**src/mcs_pkg.sv**
```systemverilog
// Constants shared by the main clock select, prescale and start-up block.
package mcs_pkg;
    // Main source select codes.
    localparam logic [1:0] SRC_FAST      = 2'h0;
    localparam logic [1:0] SRC_SLOW      = 2'h1;
    localparam logic [1:0] SRC_EXT       = 2'h2;
    localparam logic [1:0] SRC_RESET     = SRC_FAST;
    // Prescale codes: 0..8 give division by 2**code.
    localparam logic [3:0] PS_MAX        = 4'h8;
    localparam logic [3:0] PS_RESET      = 4'h3;
    localparam int         DIV_W         = 8;
    // Change protection: window of instruction cycles after the signature.
    localparam logic [2:0] PROT_WINDOW   = 3'h4;
    // Arbitrary neutral signature value.
    localparam logic [7:0] PROT_SIG      = 8'hA5;
    // Start-up times in their own units.
    localparam int         SLOW_OSC_KHZ  = 128;
    localparam int         RST_DELAY_MS  = 64;
    localparam int         RST_LONG_MS   = 128;
    localparam logic [4:0] OSC_SETTLE    = 5'h06;
    localparam logic [4:0] CONF_CYCLES   = 5'h15;
    localparam int         WAKE_SLOW_US  = 60;
    localparam int         CLK_MHZ       = 10;
    // Derived counts (slow oscillator edges and sampling clock cycles).
    localparam int         RST_DELAY_CYC = RST_DELAY_MS * SLOW_OSC_KHZ;
    localparam int         RST_LONG_CYC  = RST_LONG_MS * SLOW_OSC_KHZ;
    localparam int         WAKE_SLOW_CYC = WAKE_SLOW_US * CLK_MHZ;
    localparam int         CNT_W         = 15;
    // Trim value held before the non-volatile load.
    localparam logic [7:0] TRIM_RESET    = 8'h00;
    // Start-up and sleep sequence states.
    typedef enum logic [2:0] {
        ST_DELAY,
        ST_OSC,
        ST_CONF,
        ST_RUN,
        ST_PDOWN,
        ST_WAKE,
        ST_WAKE_SLOW
    } mcs_state_t;
endpackage : mcs_pkg

```
**src/mcs_top.sv**
```systemverilog
// Main clock source select, system clock prescaler and start-up sequencer.
// Function
// - Select code 0 picks the calibrated internal fast oscillator as main clock.
// - Select code 2 picks the external clock input as main clock.
// - Select code 1 picks the internal 128 kHz oscillator as main clock.
// - Run-time source change produces no glitch or runt pulse on main clock.
// - After any reset: fast oscillator selected, system clock is main divided by 8.
// - Prescaler works on every source and clocks CPU and peripherals.
// - Prescale change gives no glitch and no period faster than old or new.
// - Prescaler is a counter on main clock, its state hidden from software.
// - New prescale effective at the next fall of the old divided clock, within one old period.
// - Internal reset asserts at once on rst_n_i, two cycles after a reset source, and holds until start-up has finished.
// - First step counts full 64 ms delay on the slow oscillator.
// - Second step waits 6 fast oscillator cycles for stability.
// - Last step spends 21 system cycles loading configuration and oscillator trim.
// - With undervoltage detection on, power-up delay becomes 128 ms.
// - Power-down wake skips delay, counts 6 cycles of selected main clock.
// - Wake from idle, noise reduction or standby adds no settling delay.
// - With detector disabled in sleep, wake takes about 60 microseconds.
// - Watchdog and reset time-out keep using the slow oscillator.
// - Converter clock keeps running while the CPU clock halts.
// - Prescale resets to 3; codes 0..8 divide by powers of two.
// - Select and prescale writes need the signature within four instruction cycles.
`timescale 1ns/100ps

module mcs_top
    import mcs_pkg::*;
#(
    parameter int RST_DELAY = RST_DELAY_CYC,
    parameter int RST_LONG  = RST_LONG_CYC
) (
    // Clock and reset.
    input  wire logic       mclk_i,
    input  wire logic       rst_n_i,
    // Oscillator and pin inputs from outside the clock domain.
    input  wire logic       fast_osc_i,
    input  wire logic       slow_osc_i,
    input  wire logic       external_clock_input_i,
    input  wire logic       reset_src_n_i,
    // Configuration and sleep control.
    input  wire logic       undervoltage_detector_en_i,
    input  wire logic       undervoltage_sw_off_i,
    input  wire logic       pdown_enter_i,
    input  wire logic       wake_pdown_i,
    input  wire logic       wake_light_i,
    input  wire logic [7:0] nvm_trim_i,
    // Software control fields.
    input  wire logic       change_protect_reg_we_i,
    input  wire logic       main_clock_settings_reg_we_i,
    input  wire logic       prescale_reg_we_i,
    input  wire logic       oscillator_trim_reg_we_i,
    input  wire logic [7:0] wdata_i,
    // Clocks and status out.
    output logic            main_clk_o,
    output logic            sys_clk_o,
    output logic            cpu_clk_o,
    output logic            converter_clock_o,
    output logic            wdt_clk_o,
    output logic            internal_rst_n_o,
    output logic            cpu_run_o,
    output logic [1:0]      main_source_select_o,
    output logic [3:0]      prescale_select_o,
    output logic [7:0]      oscillator_trim_reg_o
);

    // Counts beyond the counter width cannot be served.
    initial begin
        if (RST_DELAY < 1 || RST_LONG < RST_DELAY || RST_LONG >= (1 << CNT_W)) begin
            $error("mcs_top: reset delay parameters out of range");
        end
    end

    localparam logic [CNT_W-1:0] DLY_SHORT = CNT_W'(RST_DELAY - 1);
    localparam logic [CNT_W-1:0] DLY_LONG  = CNT_W'(RST_LONG - 1);
    localparam logic [CNT_W-1:0] WAKE_SLOW = CNT_W'(WAKE_SLOW_CYC - 1);

    // Two-stage synchronisers, plus a third stage for edge detection.
    logic [3:0] sync1_q;
    logic [3:0] sync2_q;
    logic [2:0] sync3_q;

    always_ff @(posedge mclk_i or negedge rst_n_i) begin
        if (!rst_n_i) begin
            sync1_q <= 4'h0;
            sync2_q <= 4'h0;
            sync3_q <= 3'h0;
        end else begin
            sync1_q <= {reset_src_n_i, external_clock_input_i, slow_osc_i, fast_osc_i};
            sync2_q <= sync1_q;
            sync3_q <= sync2_q[2:0];
        end
    end

    logic fast_lvl;
    logic slow_lvl;
    logic ext_lvl;
    logic src_ok;
    logic fast_rise;
    logic slow_rise;
    assign fast_lvl  = sync2_q[0];
    assign slow_lvl  = sync2_q[1];
    assign ext_lvl   = sync2_q[2];
    assign src_ok    = sync2_q[3];
    assign fast_rise = sync2_q[0] & ~sync3_q[0];
    assign slow_rise = sync2_q[1] & ~sync3_q[1];

    // Level of a source by its select code.
    function automatic logic src_level(input logic [1:0] sel, input logic f,
                                       input logic s, input logic e);
        logic lvl;
        lvl = 1'b0;
        case (sel)
            SRC_FAST: lvl = f;
            SRC_SLOW: lvl = s;
            SRC_EXT:  lvl = e;
            default:  lvl = 1'b0;
        endcase
        return lvl;
    endfunction : src_level

    // Divided clock tap for a prescale code.
    function automatic logic div_tap(input logic [3:0] ps, input logic m,
                                     input logic [DIV_W-1:0] cnt);
        logic lvl;
        lvl = m;
        if (ps != 4'h0) begin
            lvl = cnt[3'(ps - 4'h1)];
        end
        return lvl;
    endfunction : div_tap

    // Clock generation and control state.
    logic [1:0]       sel_cur_q, sel_cur_d;
    logic [1:0]       sel_new_q, sel_new_d;
    logic             hold_q, hold_d;
    logic             main_q, main_d;
    logic [DIV_W-1:0] div_q, div_d;
    logic [3:0]       ps_cur_q, ps_cur_d;
    logic [3:0]       ps_new_q, ps_new_d;
    logic             sys_q, sys_d;
    logic             cpu_q, cpu_d;
    logic             wdt_q, wdt_d;
    logic [2:0]       prot_q, prot_d;
    logic [7:0]       trim_q, trim_d;
    logic             main_rise;
    logic             sys_rise;
    logic             unlocked;
    logic             run;

    // Source switch, prescaler, change protection and trim next values.
    always_comb begin
        sel_cur_d = sel_cur_q;
        sel_new_d = sel_new_q;
        hold_d    = hold_q;
        div_d     = div_q;
        ps_cur_d  = ps_cur_q;
        ps_new_d  = ps_new_q;
        prot_d    = prot_q;
        trim_d    = trim_q;
        unlocked  = (prot_q != 3'h0);
        // The main clock is parked low while the source changes: it is gated off only
        // once it is low, and reopened only while the new source is low, so no runt.
        if (!hold_q && sel_new_q != sel_cur_q && !main_q) begin
            hold_d = 1'b1;
        end
        if (hold_q && !src_level(sel_new_q, fast_lvl, slow_lvl, ext_lvl)) begin
            sel_cur_d = sel_new_q;
            hold_d    = 1'b0;
        end
        main_d    = ~hold_d & src_level(sel_cur_d, fast_lvl, slow_lvl, ext_lvl);
        main_rise = main_d & ~main_q;
        // The counter steps on main clock edges only; it has no software view.
        if (main_rise) begin
            div_d = div_q + DIV_W'(1);
            // The new setting is taken where the old divided clock falls, and the
            // counter restarts, so that edge is stretched rather than shortened.
            if (ps_new_q != ps_cur_q && (div_d & DIV_W'((9'h001 << ps_cur_q) - 9'h001))
                == DIV_W'(0)) begin
                ps_cur_d = ps_new_q;
                div_d    = DIV_W'(0);
            end
        end
        sys_d    = div_tap(ps_cur_d, main_d, div_d);
        sys_rise = sys_d & ~sys_q;
        // Protection window counts system clock rising edges.
        if (sys_rise && prot_q != 3'h0) begin
            prot_d = prot_q - 3'h1;
        end
        if (change_protect_reg_we_i && wdata_i == PROT_SIG) begin
            prot_d = PROT_WINDOW;
        end
        if (main_clock_settings_reg_we_i && unlocked && wdata_i[1:0] != 2'h3) begin
            sel_new_d = wdata_i[1:0];
        end
        if (prescale_reg_we_i && unlocked && wdata_i[3:0] <= PS_MAX) begin
            ps_new_d = wdata_i[3:0];
        end
        if (oscillator_trim_reg_we_i) begin
            trim_d = wdata_i;
        end
        // A reset source counts as a reset, so the defaults return; the source switch
        // and the prescale change then go through their glitch-free paths as usual.
        if (!src_ok) begin
            sel_new_d = SRC_RESET;
            ps_new_d  = PS_RESET;
            prot_d    = 3'h0;
        end
        cpu_d = sys_d & run;
        wdt_d = slow_lvl;
    end

    // Start-up sequencer state.
    mcs_state_t     st_q, st_d;
    logic [CNT_W-1:0] cnt_q, cnt_d;
    logic           por_q, por_d;
    logic           rst_hold;

    assign run = (st_q == ST_RUN);

    // Start-up and wake sequence next values.
    always_comb begin
        st_d     = st_q;
        cnt_d    = cnt_q;
        por_d    = por_q;
        rst_hold = (st_q == ST_DELAY) || (st_q == ST_OSC) || (st_q == ST_CONF);
        case (st_q)
            ST_DELAY: begin
                // Full delay always counted; supply level is not watched.
                if (slow_rise) begin
                    if (cnt_q == ((por_q && undervoltage_detector_en_i) ? DLY_LONG
                                                                        : DLY_SHORT)) begin
                        st_d  = ST_OSC;
                        cnt_d = CNT_W'(0);
                    end else begin
                        cnt_d = cnt_q + CNT_W'(1);
                    end
                end
            end
            ST_OSC: begin
                if (fast_rise) begin
                    if (cnt_q == CNT_W'(OSC_SETTLE - 5'h01)) begin
                        st_d  = ST_CONF;
                        cnt_d = CNT_W'(0);
                    end else begin
                        cnt_d = cnt_q + CNT_W'(1);
                    end
                end
            end
            ST_CONF: begin
                if (sys_rise) begin
                    if (cnt_q == CNT_W'(CONF_CYCLES - 5'h01)) begin
                        st_d  = ST_RUN;
                        por_d = 1'b0;
                    end else begin
                        cnt_d = cnt_q + CNT_W'(1);
                    end
                end
            end
            ST_RUN: begin
                if (pdown_enter_i) begin
                    st_d = ST_PDOWN;
                end
            end
            ST_PDOWN: begin
                cnt_d = CNT_W'(0);
                if (wake_pdown_i) begin
                    st_d = undervoltage_sw_off_i ? ST_WAKE_SLOW : ST_WAKE;
                end else if (wake_light_i) begin
                    st_d = ST_RUN;
                end
            end
            ST_WAKE: begin
                if (main_rise) begin
                    if (cnt_q == CNT_W'(OSC_SETTLE - 5'h01)) begin
                        st_d = ST_RUN;
                    end else begin
                        cnt_d = cnt_q + CNT_W'(1);
                    end
                end
            end
            ST_WAKE_SLOW: begin
                if (cnt_q == WAKE_SLOW) begin
                    st_d = ST_RUN;
                end else begin
                    cnt_d = cnt_q + CNT_W'(1);
                end
            end
            default: begin
                st_d  = ST_DELAY;
                cnt_d = CNT_W'(0);
            end
        endcase
        // A held reset source restarts the sequence; an unsteady external clock
        // must be covered by the outside party holding this source low.
        if (!src_ok) begin
            st_d  = ST_DELAY;
            cnt_d = CNT_W'(0);
        end
    end

    // Trim is loaded when the configuration step begins.
    logic [7:0] trim_nx;
    assign trim_nx = (st_q == ST_OSC && st_d == ST_CONF) ? nvm_trim_i : trim_d;

    // All clocked state except the synchronisers.
    always_ff @(posedge mclk_i or negedge rst_n_i) begin
        if (!rst_n_i) begin
            sel_cur_q <= SRC_RESET;
            sel_new_q <= SRC_RESET;
            hold_q    <= 1'b0;
            main_q    <= 1'b0;
            div_q     <= DIV_W'(0);
            ps_cur_q  <= PS_RESET;
            ps_new_q  <= PS_RESET;
            sys_q     <= 1'b0;
            cpu_q     <= 1'b0;
            wdt_q     <= 1'b0;
            prot_q    <= 3'h0;
            trim_q    <= TRIM_RESET;
            st_q      <= ST_DELAY;
            cnt_q     <= CNT_W'(0);
            por_q     <= 1'b1;
        end else begin
            sel_cur_q <= sel_cur_d;
            sel_new_q <= sel_new_d;
            hold_q    <= hold_d;
            main_q    <= main_d;
            div_q     <= div_d;
            ps_cur_q  <= ps_cur_d;
            ps_new_q  <= ps_new_d;
            sys_q     <= sys_d;
            cpu_q     <= cpu_d;
            wdt_q     <= wdt_d;
            prot_q    <= prot_d;
            trim_q    <= trim_nx;
            st_q      <= st_d;
            cnt_q     <= cnt_d;
            por_q     <= por_d;
        end
    end

    // Reset drops combinationally with rst_n_i; a reset source reaches it through the two-stage synchroniser.
    assign internal_rst_n_o      = rst_n_i & src_ok & ~rst_hold;
    assign main_clk_o            = main_q;
    assign sys_clk_o             = sys_q;
    assign cpu_clk_o             = cpu_q;
    assign converter_clock_o     = main_q;
    assign wdt_clk_o             = wdt_q;
    assign cpu_run_o             = run;
    assign main_source_select_o  = sel_new_q;
    assign prescale_select_o     = ps_new_q;
    assign oscillator_trim_reg_o = trim_q;
endmodule : mcs_top

```
**config.mk**
```make
export PLATFORM = sky130hd
export DESIGN_NAME = mcs_top
export DESIGN_NICKNAME = d
export VERILOG_FILES = /design/src/mcs_pkg.sv /design/src/mcs_top.sv
export SDC_FILE = /design/constraint.sdc
export NUM_CORES = 1
export LEC_CHECK = 0
export BUFFER_PORTS_ARGS = -buffer_cell sky130_fd_sc_hd__buf_4
export CAP_MARGIN = 5
export CORE_MARGIN = 4
export CORE_UTILIZATION = 40
export CTS_BUF_LIST = sky130_fd_sc_hd__clkbuf_8 sky130_fd_sc_hd__clkbuf_16
export DETAILED_ROUTE_END_ITERATION = 7
export PLACE_DENSITY = 0.66
export SLEW_MARGIN = 20
export SYNTH_ARGS = -nofsm -noshare
export SYNTH_HDL_FRONTEND = slang
export SYNTH_SLANG_ARGS = --single-unit
```
**constraint.sdc**
```tcl
create_clock -name mclk_i -period 8.2 [get_ports mclk_i]
set_input_delay 2.46 -clock mclk_i [delete_from_list [all_inputs] [get_ports mclk_i]]
set_output_delay 2.46 -clock mclk_i [all_outputs]
set_load 0.05 [all_outputs]
```
# == After elaboration in Yosys (flattened, before gate mapping) ==
# Cells that the tools add are included.
# op_classes
n_lt_le_gt_ge,2
n_reduce_logical,26
mul,0
shifts,1
n_div,0
eq_ne,30
bitwise_logic,15
muxes,48
addsub,5
# ops
operator,count
two-way mux 15 bit,10
case mux 15 bit (6 select lines),1
two-way mux 3 bit,16
two-way mux 8 bit,4
"inequality test 3 bit, second input constant",7
case mux 3 bit (7 select lines),1
two-way mux 4 bit,4
"adder 15 x 1 -> 15 bit, second input constant",1
"== test 15 x 10 -> 1 bit, second input constant",1
== test 15 x 14 -> 1 bit,1
"== test 15 x 3 -> 1 bit, second input constant",1
"== test 15 x 5 -> 1 bit, second input constant",1
two-way mux 14 bit,1
logical AND 1 bit,12
"== test 3 x 2 -> 1 bit, second input constant",3
"== test 3 bit, second input constant",3
"adder 8 x 1 -> 8 bit, second input constant",1
bitwise AND 1 bit,8
bitwise AND 8 bit,1
"== test 8 bit, second input constant",1
zero test 8 bit,1
two-way mux 2 bit,4
AND reduction 8 bit,1
"<< shifter 1 x 4 -> 8 bit, first input constant",1
24 further kinds,42
# totals
romBits,0
inputBits,31
latch_bits,0
mem_bits_rw,0
mem_count,0
register_bits,65
output_inout_bits,21
elab_cells,145

# == Depth between registers and ports, before layout ==
# logic_depth
word_depth,21
mapped_depth,23
mapped_depth_nobuf,20

# == Least setup slack after synthesis ==
# Ideal clock, no wire load.
# synth_path
kind,input to output
start,in rst_n_i
end,out internal_rst_n_o
required_ps,5740
stages,2
arrival_time_ps,3274
slack_ps,2466
path_buffers,0
path_cell_list,nand2_1 -> a21oi_1
# synth_via
elab_chain_cells,2
# synth_rtl
item,line_no,source
from (decl),mcs_top.sv:34,"input wire logic rst_n_i,"
bitwise AND 1 bit (2 in series),mcs_top.sv:343,assign internal_rst_n_o = rst_n_i & src_ok & ~rst_hold;
to (decl),mcs_top.sv:59,"output logic internal_rst_n_o,"
# Every way passes these cells.

# == Final worst setup path ==
# layout_path
start,reg ps_cur_q[2]
end,reg cnt_q[14]
# layout_via
elab_chain_cells,14
word_cells_on_any_way,18
classes_between,add/sub: 2; eq/ne: 2; shift: 1; mux: 7; bitwise: 2; reduce/logical: 4
# layout_rtl
item,line_no,source
from (decl),mcs_top.sv:138,"logic [3:0] ps_cur_q, ps_cur_d;"
from (signal assigned),mcs_top.sv:329,ps_cur_q <= ps_cur_d;
<< shifter 1 x 4 -> 8 bit,mcs_top.sv:177,if (ps_new_q != ps_cur_q && (div_d & DIV_W'((9'h001 << ps_cur_q) - 9'h001))
subtractor 8 x 1 -> 8 bit,mcs_top.sv:177,
bitwise AND 8 bit,mcs_top.sv:177,
zero test 8 bit,mcs_top.sv:177,
logical AND 1 bit (*),mcs_top.sv:177,
two-way mux 4 bit (*),mcs_top.sv:177,
two-way mux 4 bit (*),mcs_top.sv:173,if (main_rise) begin
named net ps_cur_d[1],mcs_top.sv:138,
subtractor 3 x 1 -> 3 bit,mcs_top.sv:127,lvl = cnt[3'(ps - 4'h1)];
binary-select mux 1 bit (select 3 bit),mcs_top.sv:127,
two-way mux 1 bit (implied by the code),mcs_top.sv:127,
two-way mux 1 bit (*),mcs_top.sv:126,if (ps != 4'h0) begin
bitwise AND 1 bit (*),mcs_top.sv:184,sys_rise = sys_d & ~sys_q;
inequality test 3 bit (no source line) (*),-,
AND reduction 8 bit (no source line) (*),-,
to (signal assigned),mcs_top.sv:337,cnt_q <= cnt_d;
to (decl),mcs_top.sv:214,"logic [CNT_W-1:0] cnt_q, cnt_d;"
# Mark *: on every way through the listed nets, which the timed path passes. The rest lies on a longest branch. The select of a mux whose other input is x is not followed.
# A chain may end at the register's enable or synchronous reset.

==> impl_metrics.xml <==
<?xml version="1.0" encoding="UTF-8"?>
<metrics>
  <group name="route">
    <metric name="postRouteAntennaNets" unit="">0</metric>
    <metric name="post-route-drc-count" unit="">0</metric>
    <metric name="routedWlPerCell" unit="um">15.68</metric>
    <metric name="dr.pass1.iters" unit="">4</metric>
    <metric name="drt_iter0_markers" unit="">293</metric>
    <metric name="dr_total_vias" unit="">3642</metric>
    <metric name="totalWireLength" unit="mm">10.09</metric>
    <metric name="vias_per_cell" unit="">5.664</metric>
  </group>
  <group name="logic_synthesis">
    <metric name="synth_area" unit="sq mm">0.004140</metric>
    <metric name="postSynthRegisterBits" unit="">64</metric>
    <metric name="synth_fp_nets" unit="">504</metric>
    <metric name="synthArstFlopShare" unit="%">100.0</metric>
    <metric name="syn-instance-count" unit="">465</metric>
    <metric name="ys_warn_count" unit="">0</metric>
    <metric name="syn_area_per_cell" unit="sq um">8.904</metric>
    <metric name="synth-seq-area-share" unit="%">38.83</metric>
    <metric name="synthDistinctLibCells" unit="">79</metric>
    <metric name="dominantRegCellSynth" unit="">dfrtp_1</metric>
    <metric name="synth_edf_count" unit="">0</metric>
  </group>
  <group name="pwr">
    <metric name="swShare" unit="%">42.02</metric>
    <metric name="comb_power_share" unit="%">41.0</metric>
    <metric name="cell_internal_pwr" unit="mW">0.6659</metric>
    <metric name="seq_power_share" unit="%">34.5</metric>
    <metric name="largest_vdd_supply_drop" unit="uV">108.1</metric>
    <metric name="leakage" unit="nW">2.082</metric>
    <metric name="power.density" unit="mW/mm^2">240.2</metric>
    <metric name="power.net_switching" unit="mW">0.4826</metric>
    <metric name="power.share.clock" unit="%">24.6</metric>
  </group>
  <group name="worst_setup_path">
    <metric name="timing.critical_path.cells" unit="">nor2_1, nand2_1, ha_1, a21o_1, a22o_1, a221oi_1, nand2_1, nor2_1, nand2_1, nand2_1, inv_1, ha_1, a31oi_1, o41ai_1, a211oi_1, a211oi_4, nor3_4, o211ai_2, o32ai_1</metric>
    <metric name="critPathArrivalTime" unit="ps">5980</metric>
    <metric name="critical-path-top-cell-by-count" unit="">nand2_1</metric>
    <metric name="critical_path_peak_fanout" unit="">17</metric>
    <metric name="critical_path_required" unit="ps">8450</metric>
    <metric name="critical_path.startpoint_type" unit="">register</metric>
    <metric name="cp_slowest_cell" unit="">a221oi_1</metric>
    <metric name="endpoint_kind" unit="">register</metric>
    <metric name="path_class" unit="">reg -&gt; reg</metric>
    <metric name="critPathMaxStageDelay" unit="ps">750</metric>
  </group>
  <group name="sta">
    <metric name="period_minus_slack" unit="ps">5723</metric>
    <metric name="finalHoldViolations" unit="">0</metric>
    <metric name="setup-tns-final" unit="ps">0</metric>
    <metric name="timing_worst_slew_pin_value" unit="ps">884.1</metric>
    <metric name="final-max-slew-violation-count" unit="">0</metric>
    <metric name="layout_worst_path_cycle_share" unit="%">69.79</metric>
    <metric name="grt_setup_unrepaired" unit="">no</metric>
    <metric name="finClkSkew" unit="ps">9.564</metric>
    <metric name="slew_headroom" unit="%">41.06</metric>
    <metric name="postLayoutSetupSlackWorst" unit="ps">2477</metric>
    <metric name="setup-violations-final" unit="">0</metric>
    <metric name="maxClockFrequency" unit="MHz">174.7</metric>
  </group>
  <group name="clock_tree">
    <metric name="clk_transition_reported_paths" unit="ps">80</metric>
    <metric name="postCtsSetupBuffers" unit="">0</metric>
    <metric name="cts_buffers" unit="">9</metric>
    <metric name="clockRootBuffer" unit="">clkbuf_8</metric>
    <metric name="cts-htree-levels" unit="">3</metric>
    <metric name="cts.hold.buffers_added" unit="">0</metric>
    <metric name="clock_insertion_delay_worst_skew" unit="ps">350</metric>
    <metric name="post_cts.resized_instances" unit="">0</metric>
    <metric name="cts_tree" unit="">done</metric>
    <metric name="clockBufferDepth" unit="">2</metric>
    <metric name="clock_sink_count" unit="">64</metric>
  </group>
  <group name="floorplan">
    <metric name="io_pins" unit="">52</metric>
    <metric name="fp-row-count" unit="">36</metric>
    <metric name="fp.dieArea" unit="sq mm">0.01204</metric>
    <metric name="die-width" unit="um">109.7</metric>
    <metric name="start_util" unit="%">41.78</metric>
    <metric name="core_area" unit="sq mm">0.009910</metric>
    <metric name="dieHeight" unit="um">109.7</metric>
  </group>
  <group name="job">
    <metric name="cap_viol_max_count" unit="">0</metric>
  </group>
  <group name="placed_design">
    <metric name="worst_slack_at_placement" unit="ps">2517</metric>
    <metric name="place.detailed.instances" unit="">627</metric>
    <metric name="io_buffers" unit="">51</metric>
    <metric name="finalWeightedCongestion" unit="">0.8681</metric>
    <metric name="detailed_place_hpwl" unit="mm">7.244</metric>
    <metric name="placed_area" unit="sq mm">0.004578</metric>
  </group>
  <group name="finish">
    <metric name="antennaDiodeCount" unit="">0</metric>
    <metric name="most-common-layout-cells" unit="">dfrtp_1 (59), nand2_1 (55), buf_4 (54)</metric>
    <metric name="postLayoutCoreUtil" unit="%">48.24</metric>
    <metric name="layoutNonFillerInstCount" unit="">643</metric>
    <metric name="nets" unit="">544</metric>
    <metric name="drive_above_1_share" unit="%">19.41</metric>
    <metric name="finalInstanceArea" unit="sq mm">0.004781</metric>
    <metric name="layout.cells.most_common" unit="">dfrtp_1</metric>
    <metric name="layout-area-overhead-vs-synth" unit="%">15.47</metric>
    <metric name="n_fill_cell" unit="">955</metric>
  </group>
  <group name="hold_path">
    <metric name="path_type_of_the_worst_min_delay_path" unit="">reg -&gt; reg</metric>
  </group>
  <group name="global_route">
    <metric name="vias_in_the_first_global_route" unit="">3509</metric>
    <metric name="grt_first_pass_wirelength" unit="mm">16.97</metric>
    <metric name="track_usage" unit="%">17.77</metric>
    <metric name="pin_count_of_the_biggest_net_entering_global_routing" unit="">45</metric>
    <metric name="gr-total-overflow" unit="">0</metric>
    <metric name="initial_antenna_violation_count" unit="">0</metric>
  </group>
  <group name="status">
    <metric name="outcome" unit="">finished clean</metric>
  </group>
</metrics>
## power by group through the flow
| stage | clock [mW] | combinational (mW) | sequential (mW) |
|---|---|---|---|
| floorplan | 0 | 0.367 | 0.401 |
| global placement | 0 | 0.459 | 0.400 |
| detailed placement | 0 | 0.463 | 0.401 |
| CTS | 0.294 | 0.466 | 0.395 |
| global route | 0.308 | 0.514 | 0.402 |
| finish | 0.282 | 0.470 | 0.396 |
## critical path: cells and delay by family (launching register included)
kind,cells,cell delay (ps)
AOI/OAI and AO/OA,9,2700
and+or+nand+nor,7,1720
adders and majority gates,2,640
DFF,1,510
buffers and inverters,1,40
## cell families after synthesis
group                      after synthesis  synth area share (%)
xor gates and xnor gates                13                 2.750
adders and majority gates                8                 2.418
buffers and inverters                   51                 5.591
and+or+nand+nor                        189                 23.78
DFF                                     64                 38.83
muxes                                   17                 4.503
AOI/OAI and AO/OA                      123                 22.12
## per-stage QoR
step | power [mW] | hold WS [ps]
6_report | 1.149 | 354.2
5_1_grt | 1.224 | 372.6
4_1_cts | 1.155 | 359.1
3_5_place_dp | 0.8646 | 334.7
3_3_place_gp | 0.8589 | 334.3
2_1_floorplan | 0.7679 | 331.2
## final cells by class
type                    instances  area (sq um)  area share (%)
clock buffers                   9         123.9           2.591
clock inverters                 7         78.83           1.649
inverters                      26         97.59           2.041
multi-input cells             350          2301           48.13
flip-flops and latches         64          1608           33.63
well taps                     133         166.4           3.481
repair buffers                 54         405.4           8.479
## state kept, by name (all words and copies together) (netlist names), 2 cells and up
| name | cells |
|---|---|
| sync1_q | 4 |
| ps_cur_q | 4 |
| sync2_q | 4 |
| st_q | 3 |
| sync3_q | 2 |
| sel_cur_q | 2 |
| cnt_q | 15 |
| prot_q | 3 |
| prescale_select_o | 4 |
| div_q | 8 |
| main_source_select_o | 2 |
| oscillator_trim_reg_o | 8 |
## layer usage
layer | global-route usage (%) | part of all wire, %
met5 | 0 | 0
met4 | 6.055 | 1.7
met3 | 4.110 | 5.6
met2 | 28.33 | 47
met1 | 23.71 | 45
## worst paths after layout
check	cells past startpoint	slack, ps	startpoint	end
max in group asynchronous	2	5340	rst_n_i	prescale_select_o[1]
worst max register to register	19	2480	ps_cur_q[2]	cnt_q[14]
min in group asynchronous	1	1990	rst_n_i	div_q[4]
worst max-delay path	19	2480	ps_cur_q[2]	cnt_q[14]
worst min register to register	0	350	sync1_q[2]	sync2_q[2]
worst min-delay path	0	350	sync1_q[2]	sync2_q[2]
## Yosys cell counts (6+ instances only)
| cell type | number | share of area, % |
|---|---|---|
| o221a_1 | 6 | 1.6 |
| clkbuf_1 | 15 | 1.4 |
| and3_1 | 10 | 1.5 |
| ha_1 | 8 | 2.4 |
| dfrtp_1 | 59 | 36 |
| nand3_1 | 18 | 2.2 |
| o22ai_1 | 10 | 1.5 |
| nand2_1 | 55 | 5.0 |
| o21ai_0 | 25 | 3.0 |
| a21oi_1 | 21 | 2.5 |
| nor3_1 | 10 | 1.2 |
| mux2i_1 | 13 | 3.1 |
| or3_1 | 6 | 0.91 |
| inv_1 | 25 | 2.3 |
| nor2b_1 | 6 | 0.91 |
| xor2_1 | 8 | 1.7 |
| nor2_1 | 38 | 3.4 |
| nand2b_1 | 12 | 1.8 |
Power figures use the tool's default switching activity.
